<file path="config.mk">
export PLATFORM = sky130hd
export DESIGN_NAME = ira_indirect_access
export DESIGN_NICKNAME = d
export VERILOG_FILES = /design/src/include/ira_pkg.sv /design/src/rtl/ira_indirect_access.sv
export SDC_FILE = /design/constraint.sdc
export NUM_CORES = 2
export LEC_CHECK = 0
export BUFFER_PORTS_ARGS = -buffer_cell sky130_fd_sc_hd__buf_2
export CORE_MARGIN = 2
export CORE_UTILIZATION = 30
export CTS_CLUSTER_SIZE = 28
export DETAILED_ROUTE_END_ITERATION = 7
export GPL_TIMING_DRIVEN = 0
export MAX_ROUTING_LAYER = met4
export REMOVE_ABC_BUFFERS = 1
export SLEW_MARGIN = 0
export SYNTH_ARGS = -nofsm -noshare
export SYNTH_HDL_FRONTEND = slang
export SYNTH_SLANG_ARGS = --single-unit
export TNS_END_PERCENT = 1
</file>
<file path="constraint.sdc">
create_clock -name clk_i -period 10 [get_ports clk_i]
set_input_delay 1 -clock clk_i [delete_from_list [all_inputs] [get_ports clk_i]]
set_output_delay 1 -clock clk_i [all_outputs]
set_load 0.1 [all_outputs]
</file>
<file path="src/include/ira_pkg.sv">
/*
 * ira_pkg: constants, register map and carrier types of the indirect
 * register access unit.
 * Assumes a single 25 MHz device clock and an 8-bit register port.
 */
package ira_pkg;

   // timing
   localparam int unsigned CLK_HZ = 25_000_000;
   localparam int unsigned UPDATE_HZ = 16_000;
   localparam int unsigned UPDATE_CYCLES = CLK_HZ / UPDATE_HZ;
   localparam int unsigned TICK_W = $clog2(UPDATE_CYCLES);
   localparam logic [TICK_W-1:0] TICK_LAST = TICK_W'(UPDATE_CYCLES - 1);

   // register offsets
   localparam logic [7:0] OFS_IRQ_STATUS = 8'h14;
   localparam logic [7:0] OFS_IRQ_ENABLE = 8'h17;
   localparam logic [7:0] OFS_DATA_LOW = 8'h1C;
   localparam logic [7:0] OFS_DATA_HIGH = 8'h1D;
   localparam logic [7:0] OFS_ADDRESS = 8'h1E;
   localparam logic [7:0] OFS_ACCESS_STATUS = 8'h1F;

   // field positions
   localparam int unsigned SERVICED_BIT = 1;
   localparam int unsigned PENDING_BIT = 0;

   // reset values
   localparam logic [15:0] RST_DATA_WINDOW = 16'h0000;
   localparam logic [7:0] RST_TARGET_ADDRESS = 8'h00;
   localparam logic [7:0] RST_READ_DATA = 8'h00;

   typedef struct packed {
      logic wr;
      logic rd;
      logic [7:0] addr;
      logic [7:0] wdata;
   } ira_bus_req_t;

   typedef enum logic [1:0] {
      IRA_IDLE,
      IRA_READ_PEND,
      IRA_WRITE_PEND
   } ira_phase_t;

   typedef struct packed {
      logic [TICK_W-1:0] tick_cnt;
      ira_phase_t phase;
      logic [15:0] data_window;
      logic [7:0] target_address;
      logic data_armed;
      logic serviced_irq_pending;
      logic serviced_irq_enable;
      logic [7:0] rdata;
   } ira_state_t;

endpackage : ira_pkg

</file>
<file path="src/rtl/ira_indirect_access.sv">
/*
 * ira_indirect_access: direct register window onto a bank of 16-bit
 * indirect registers, serviced at a periodic 16 kHz update instant.
 * Assumes register port strobes are synchronous to clk_i, one cycle
 * long and never both high together.
 */
// Overview of operation
// - data then address write stores data window
// - address-only write reads bank into window
// - status bit 0 shows access pending
// - enable bit 1 gates serviced interrupt
// - 16-bit data window, two byte registers
// - 8-bit read/write indirect address register
// - completion sets pending bit, write one clears
`timescale 1ns/10ps

module ira_indirect_access
#(
   parameter int unsigned IND_ADDR_W = 8
)
(
   input wire logic clk_i,
   input wire logic nrst_i,
   input wire ira_pkg::ira_bus_req_t bus_req_i,
   output logic [7:0] rdata_o,
   output logic irq_o
);
   import ira_pkg::*;

   localparam int unsigned IND_DEPTH = 2 ** IND_ADDR_W;

   ira_state_t state;
   ira_state_t next_state;
   logic [15:0] bank [IND_DEPTH];
   logic update_tick;
   logic bank_we;
   logic [15:0] bank_rdata;
   logic [IND_ADDR_W-1:0] bank_index;

   // one-bit field placed into a byte at a given position
   function automatic logic [7:0] place_bit(input logic value, input int unsigned pos);
      logic [7:0] result;
      result = 8'h00;
      result[pos[2:0]] = value;
      return result;
   endfunction : place_bit

   function automatic logic hit(input ira_bus_req_t req, input logic [7:0] ofs);
      return req.addr == ofs;
   endfunction : hit

   // pending flag as software sees it
   function automatic logic access_pending(input ira_phase_t phase);
      return phase != IRA_IDLE;
   endfunction : access_pending

   // kind of request that an address write starts
   function automatic ira_phase_t request_kind(input logic armed);
      ira_phase_t kind;
      kind = IRA_READ_PEND;
      if (armed)
      begin
         kind = IRA_WRITE_PEND;
      end
      return kind;
   endfunction : request_kind

   // update counter, wrapping at the last cycle of a period
   function automatic logic [TICK_W-1:0] tick_after(input logic [TICK_W-1:0] cnt);
      logic [TICK_W-1:0] result;
      result = TICK_W'(cnt + 1'b1);
      if (cnt == TICK_LAST)
      begin
         result = '0;
      end
      return result;
   endfunction : tick_after

   // one-hot decode of a register port write
   typedef struct packed {
      logic irq_status;
      logic irq_enable;
      logic data_low;
      logic data_high;
      logic address;
   } ira_wr_sel_t;

   function automatic ira_wr_sel_t decode_write(input ira_bus_req_t req);
      ira_wr_sel_t sel;
      sel.irq_status = req.wr && hit(req, OFS_IRQ_STATUS);
      sel.irq_enable = req.wr && hit(req, OFS_IRQ_ENABLE);
      sel.data_low = req.wr && hit(req, OFS_DATA_LOW);
      sel.data_high = req.wr && hit(req, OFS_DATA_HIGH);
      sel.address = req.wr && hit(req, OFS_ADDRESS);
      return sel;
   endfunction : decode_write

   // completion of a pending access at an update instant
   function automatic ira_state_t service(input ira_state_t s, input logic [15:0] fetched);
      ira_state_t result;
      result = s;
      unique case (s.phase)
         IRA_IDLE:
         begin
            result.phase = IRA_IDLE;
         end
         IRA_READ_PEND:
         begin
            result.data_window = fetched;
            result.phase = IRA_IDLE;
            result.serviced_irq_pending = 1'b1;
         end
         IRA_WRITE_PEND:
         begin
            result.phase = IRA_IDLE;
            result.serviced_irq_pending = 1'b1;
         end
      endcase
      return result;
   endfunction : service

   // register port writes, applied after the service of the same cycle
   function automatic ira_state_t apply_write(input ira_state_t s, input ira_wr_sel_t sel,
      input logic [7:0] wdata, input logic set_now);
      ira_state_t result;
      result = s;
      if (sel.irq_enable)
      begin
         result.serviced_irq_enable = wdata[SERVICED_BIT];
      end
      // a completion in the same cycle beats the clear
      if (sel.irq_status && wdata[SERVICED_BIT] && !set_now)
      begin
         result.serviced_irq_pending = 1'b0;
      end
      if (sel.data_low)
      begin
         result.data_window[7:0] = wdata;
         result.data_armed = 1'b1;
      end
      if (sel.data_high)
      begin
         result.data_window[15:8] = wdata;
         result.data_armed = 1'b1;
      end
      if (sel.address)
      begin
         result.target_address = wdata;
         result.data_armed = 1'b0;
         // a new address write replaces a request still pending
         result.phase = request_kind(s.data_armed);
      end
      return result;
   endfunction : apply_write

   // byte on the read port for one offset, zero where nothing is mapped
   function automatic logic [7:0] read_byte(input ira_state_t s, input logic [7:0] ofs);
      logic [7:0] result;
      result = 8'h00;
      unique case (ofs)
         OFS_IRQ_STATUS:
         begin
            result = place_bit(s.serviced_irq_pending, SERVICED_BIT);
         end
         OFS_IRQ_ENABLE:
         begin
            result = place_bit(s.serviced_irq_enable, SERVICED_BIT);
         end
         OFS_DATA_LOW:
         begin
            result = s.data_window[7:0];
         end
         OFS_DATA_HIGH:
         begin
            result = s.data_window[15:8];
         end
         OFS_ADDRESS:
         begin
            result = s.target_address;
         end
         OFS_ACCESS_STATUS:
         begin
            result = place_bit(access_pending(s.phase), PENDING_BIT);
         end
         default:
         begin
            result = 8'h00;
         end
      endcase
      return result;
   endfunction : read_byte

   ira_wr_sel_t wr_sel;
   logic serviced_now;

   assign update_tick = (state.tick_cnt == TICK_LAST);
   assign bank_index = state.target_address[IND_ADDR_W-1:0];
   assign bank_rdata = bank[bank_index];
   assign bank_we = update_tick && (state.phase == IRA_WRITE_PEND);
   assign wr_sel = decode_write(bus_req_i);
   assign serviced_now = update_tick && access_pending(state.phase);

   always_comb
   begin
      next_state = state;
      next_state.tick_cnt = tick_after(state.tick_cnt);

      // periodic service first, so that a write in the same cycle wins, except a status clear, which a completion beats
      if (update_tick)
      begin
         next_state = service(next_state, bank_rdata);
      end

      // register writes
      next_state = apply_write(next_state, wr_sel, bus_req_i.wdata, serviced_now);

      // register reads, data one cycle after the strobe
      next_state.rdata = RST_READ_DATA;
      if (bus_req_i.rd)
      begin
         next_state.rdata = read_byte(state, bus_req_i.addr);
      end
   end

   always_ff @(posedge clk_i or negedge nrst_i)
   begin
      if (!nrst_i)
      begin
         state.tick_cnt <= '0;
         state.phase <= IRA_IDLE;
         state.data_window <= RST_DATA_WINDOW;
         state.target_address <= RST_TARGET_ADDRESS;
         state.data_armed <= 1'b0;
         state.serviced_irq_pending <= 1'b0;
         state.serviced_irq_enable <= 1'b0;
         state.rdata <= RST_READ_DATA;
      end
      else
      begin
         state <= next_state;
      end
   end

   // indirect bank, no reset
   always_ff @(posedge clk_i)
   begin
      if (bank_we)
      begin
         bank[bank_index] <= state.data_window;
      end
   end

   assign rdata_o = state.rdata;
   assign irq_o = state.serviced_irq_pending & state.serviced_irq_enable;

endmodule : ira_indirect_access

</file>
---- Word-level counts from Yosys, hierarchy flattened ----
Memory sizes are Yosys's and may differ from the RTL's.
Cells that the tools add are included.
word-level totals
  register bits ........................... 48
  latch bits .............................. 0
  memory bits (writable) .................. 4096
  memory bits (read-only) ................. 0
  output and inout port bits .............. 9
  logic and storage cells ................. 63
  memories ................................ 1
memory list
  memory  depth  width  rd ports  clocked after memory_dff  wr ports  line                       RTL
  bank    256    16     1         0                         1         ira_indirect_access.sv:34  logic [15:0] bank [IND_DEPTH];
operators by class
  add/subtract/negate cells ............... 1
  $mul .................................... 0
  divide/modulo/power cells ............... 0
  order comparisons ....................... 0
  equality and inequality tests ........... 9
  shift operators ......................... 0
  muxes and demuxes ....................... 18
  bitwise operators ....................... 1
  reduce and logical (&&, ||, !) cells .... 24
operators with widths
  operator               count
  $eq 8x5->1 const B     6
  $pmux 8 s6             1
  $mux 37                1
  $mux 8                 3
  $mux 16                1
  $reduce_bool 2->1      8
  $add 11x1->11 const B  1
  $eq 11x11->1 const B   1
  $mux 11                1
  $logic_and 1x1->1      9
  $mux 9                 1
  $mux 1                 7
  $mux 2                 3
  $reduce_and 2->1       3
  $reduce_or 3->1        1
  $eq 2x1->1 const B     1
  $eq 2x2->1 const B     1
  $logic_not 2->1        1
  $reduce_or 2->1        1
  $and 1x1->1            1
  $logic_not 1->1        1

---- Depth between registers and ports, before layout ----
  depth after elaboration ................. 7
  mapped depth ............................ 13

---- Worst setup path before layout ----
No wires, ideal clock.
  path kind ............................... flip-flop to flip-flop
  start ................................... register state[20] (netlist name)
  end ..................................... register state (netlist bit rdata_o[1])
  arrival time ............................ 3.994 ns
  data required time ...................... 9.900 ns
  slack ................................... 5.906 ns
  cell stages (with the launch flop) ...... 5
  path buffers ............................ 0
  period minus slack after synthesis ...... 4.094 ns
  cell sequence ........................... dfrtp_1 mux2i_1 nor2_1 a311oi_1 a211oi_1
RTL lines
  element                 line                        RTL
  from (decl)             ira_indirect_access.sv:32   ira_state_t state;
  from (signal assigned)  ira_indirect_access.sv:240  state <= next_state;

---- Worst setup path after layout ----
  start ................................... register state (netlist bit bank_index[0])
  end ..................................... register state[27] (netlist name)
on the way
  cells in the longest elaborated chain, start to end .. 4
ends and longest elaborated chain
  element         line                        RTL
  $mem_v2 256x16  -
  $mux 16         ira_indirect_access.sv:102  unique case (s.phase)
  $mux 37         ira_indirect_access.sv:209  if (update_tick)
  $mux 8          ira_indirect_access.sv:141  if (sel.data_high)
Every way passes these cells. The select of a mux whose other input is x is not followed.
A chain may end at the register's enable or synchronous reset.

==> metrics.txt <==
failing checks=capacitance limit, slew limit; fin nets=~7700; first-pass GRT wire length=roughly 600 mm; Crit path buffers/inverters=5; Achievable Freq=about 0.16 GHz; wire per inst=just under 30 um; IO buf count=28; worst-case headroom to the max-slew limit=-6.204%; largest net degree at the start of global routing=94; crit path max fanout=43; clock sinks=4144; CTS tree=built; First-pass DRT Iterations=6; routed wire length=439.1 mm; peak per-stage delay on the critical path=1.33 ns; syn avg cell area=between 20 and 25 sq um; Setup Viol. Count Final=0; GR Util All Layers=around 16%; cts bufs inserted=405; Die Ht=roughly 730 um; slowest library cell on the worst path=a2111oi_0; Setup Buffers After CTS=0; Mapped Area=~0.16 sq mm; Synth Register Bits=just over 4000; Clock Tree Root=clkbuf_16; Die W=between 700 and 800 um; pwr dens=~200 mW/mm^2; most common cell after layout, fill and taps aside=edfxtp_1; Final Critical Period=around 6.2 ns; final max-slew violation count=2; first-iteration detailed-routing DRC count=roughly 12000; total of max-cap violations=1; via count=79340; number of flops mapped to enable cells by yosys=between 4000 and 5000; Util after Layout=a little over a third; final hold slack=about 0.27 ns; WS Path Type=flop to flop; Layout area overhead=18.16%; R2R cell count=12; Crit path top cell by count=buf_16; die area=around 0.54 sq mm; Starting Density=between 30% and 40%; Post-Syn Instances=around 7200; Placer Congestion=just over 0.8; post-route cell area=around 0.19 sq mm; fraction of registers with async set/reset=1.158%; hold buffers post-CTS=0; Final ANT Viol Nets=0; Pleak=0.05656 uW; Distinct cells, synth=75; CTS H-tree depth=5; placed cell area=approximately 0.18 sq mm; worst-skew pair later-pin latency=1.00 ns; drc violations=0; via count of the first global-routing pass=78890; worst hold-check path type=input pin to asynchronous set/reset pin; layout cell share with drive strength beyond 1=between 20% and 30%; ys flop type=edfxtp_1; Setup TNS=0 ns; vias per cell=between 5 and 6; post_cts resized=0; Setup Skew=0.06410 ns; DP Wirelength=280.0 mm; initial antenna violation count=23; CP Depth=12; I/O Pins=29; Synth warnings=0; Setup crit end kind=flop; crit-path cells=buf_16 -> buf_16 -> buf_16 -> buf_16 -> buf_16 -> mux4_2 -> mux2i_1 -> o22ai_1 -> o21ai_0 -> o21ai_0 -> a2111oi_0 -> a21oi_1; Fin. Hold Viols=0; Crit path arrival time=~7.0 ns; post-synthesis sequential area ratio=between 70% and 80%; Cell Rows=between 200 and 300; maximum vdd drop=approximately 0.00015 V; core box area=about 0.53 sq mm; grt total ovfl=0; clock buffer depth=4; worst-margin pin slew=approximately 1.6 ns; worst path required time=around 11 ns; most frequent cells in the layout=4096 x edfxtp_1, 994 x mux4_2, 411 x clkbuf_16; startpoint types=flop; Crit path max-delay family=compound AO/OA/AOI/OAI gates; fin crit share=~62%; clock slew seen by the registers of the worst setup and hold paths=0.06 ns; RSZ-0062 raised after global routing=no; status=finished with violations
-- registers in the layout, summed over array words and instances, names as in the netlist --
name        cells
bank         4096
state          32
rdata_o         8
bank_index      8
-- where the power goes --
part	leakage (uW)	switching (uW)	total (uW)	internal (uW)
sequential	0.0374	139	19400	19300
clock	0.00633	6520	15100	8540
combinational	0.0129	1510	2310	793
total	0.0566	8180	36800	28600
-- final cells by class --
class | instances | area (sq um)
clock inverters | 245 | 2296
well taps | 6994 | 8751
fillers | 47800 | 340800
repair buffers | 432 | 8287
inverters | 14 | 67.56
multi-input cells | 2653 | 33960
flip-flops and latches | 4144 | 124300
diodes | 13 | 32.53
clock buffers | 502 | 10690
-- final timing paths --
kind                               startpoint    endpoint  slack (ns)
min in group clk_i              bus_req_i[16]  rdata_o[1]        0.27
worst min register to register      state[37]   state[37]        0.53
worst max register to register  bank_index[0]   state[27]        3.77
worst max-delay path            bank_index[0]   state[27]        3.77
max in group asynchronous              nrst_i   state[29]        8.78
worst min-delay path                   nrst_i  rdata_o[3]        0.27
-- cell usage after synthesis, types with 15 or more instances --
| library cell | count | area [sq um] |
|---|---|---|
| mux2i_1 | 299 | 2993 |
| buf_1 | 62 | 232.7 |
| a22oi_1 | 115 | 863.3 |
| buf_4 | 76 | 570.6 |
| a21oi_1 | 87 | 435.4 |
| a221oi_1 | 22 | 192.7 |
| buf_6 | 23 | 259.0 |
| nor2b_1 | 20 | 125.1 |
| a32oi_1 | 78 | 683.2 |
| a211oi_1 | 16 | 120.1 |
| mux4_2 | 994 | 22390 |
| nand2_1 | 238 | 893.4 |
| o21ai_0 | 53 | 265.3 |
| a22o_1 | 15 | 131.4 |
| dfrtp_1 | 48 | 1201 |
| nor2_1 | 348 | 1306 |
| edfxtp_1 | 4096 | 123000 |
| o22ai_1 | 69 | 431.7 |
| nand3_1 | 63 | 315.3 |
| buf_2 | 105 | 525.5 |
| clkbuf_1 | 166 | 623.1 |
| nor3_1 | 32 | 160.2 |
-- through the flow --
step | total power (uW) | std cells | worst slack, ns
CTS | 36930 | 14980 | 3.852
global route | 37690 | 14990 | 3.595
finish | 36770 | 15000 | 3.773
floorplan | 22620 | 6811 | -33.21
detailed placement | 22050 | 14240 | 3.868
global placement | 24600 | 13830 | -72.93
-- worst reg2reg max path: cells and delay by family, from the launching register on --
kind,cells,cell delay (ns)
buffers and inverters,5,1.69
muxes,2,0.89
DFF,1,0.57
AOI/OAI and AO/OA,5,2.89
-- logic make-up (layout without fill, tap and decap cells) --
group                      count (synthesis)  count (layout)  share of synthesized area [%]
other                                      0              13                              0
buffers and inverters                    446            1193                          1.420
and+or+nand+nor                          792             792                          2.162
xor gates and xnor gates                   7               7                        0.03846
muxes                                   1307            1307                          16.02
adders and majority gates                  5               5                        0.03924
AOI/OAI and AO/OA                        542             542                          2.410
DFF                                     4144            4144                          77.91
-- metal layers --
layer  up-vias  routed length [um]  GRT usage [%]
met4         0               16780          5.364
met2      4339              206000          25.21
met3       756               45380          3.520
met1     42760              170900          21.59
met5         -                   0              -
li1      31490                   -              -
(Power assumes the default switching activity.)
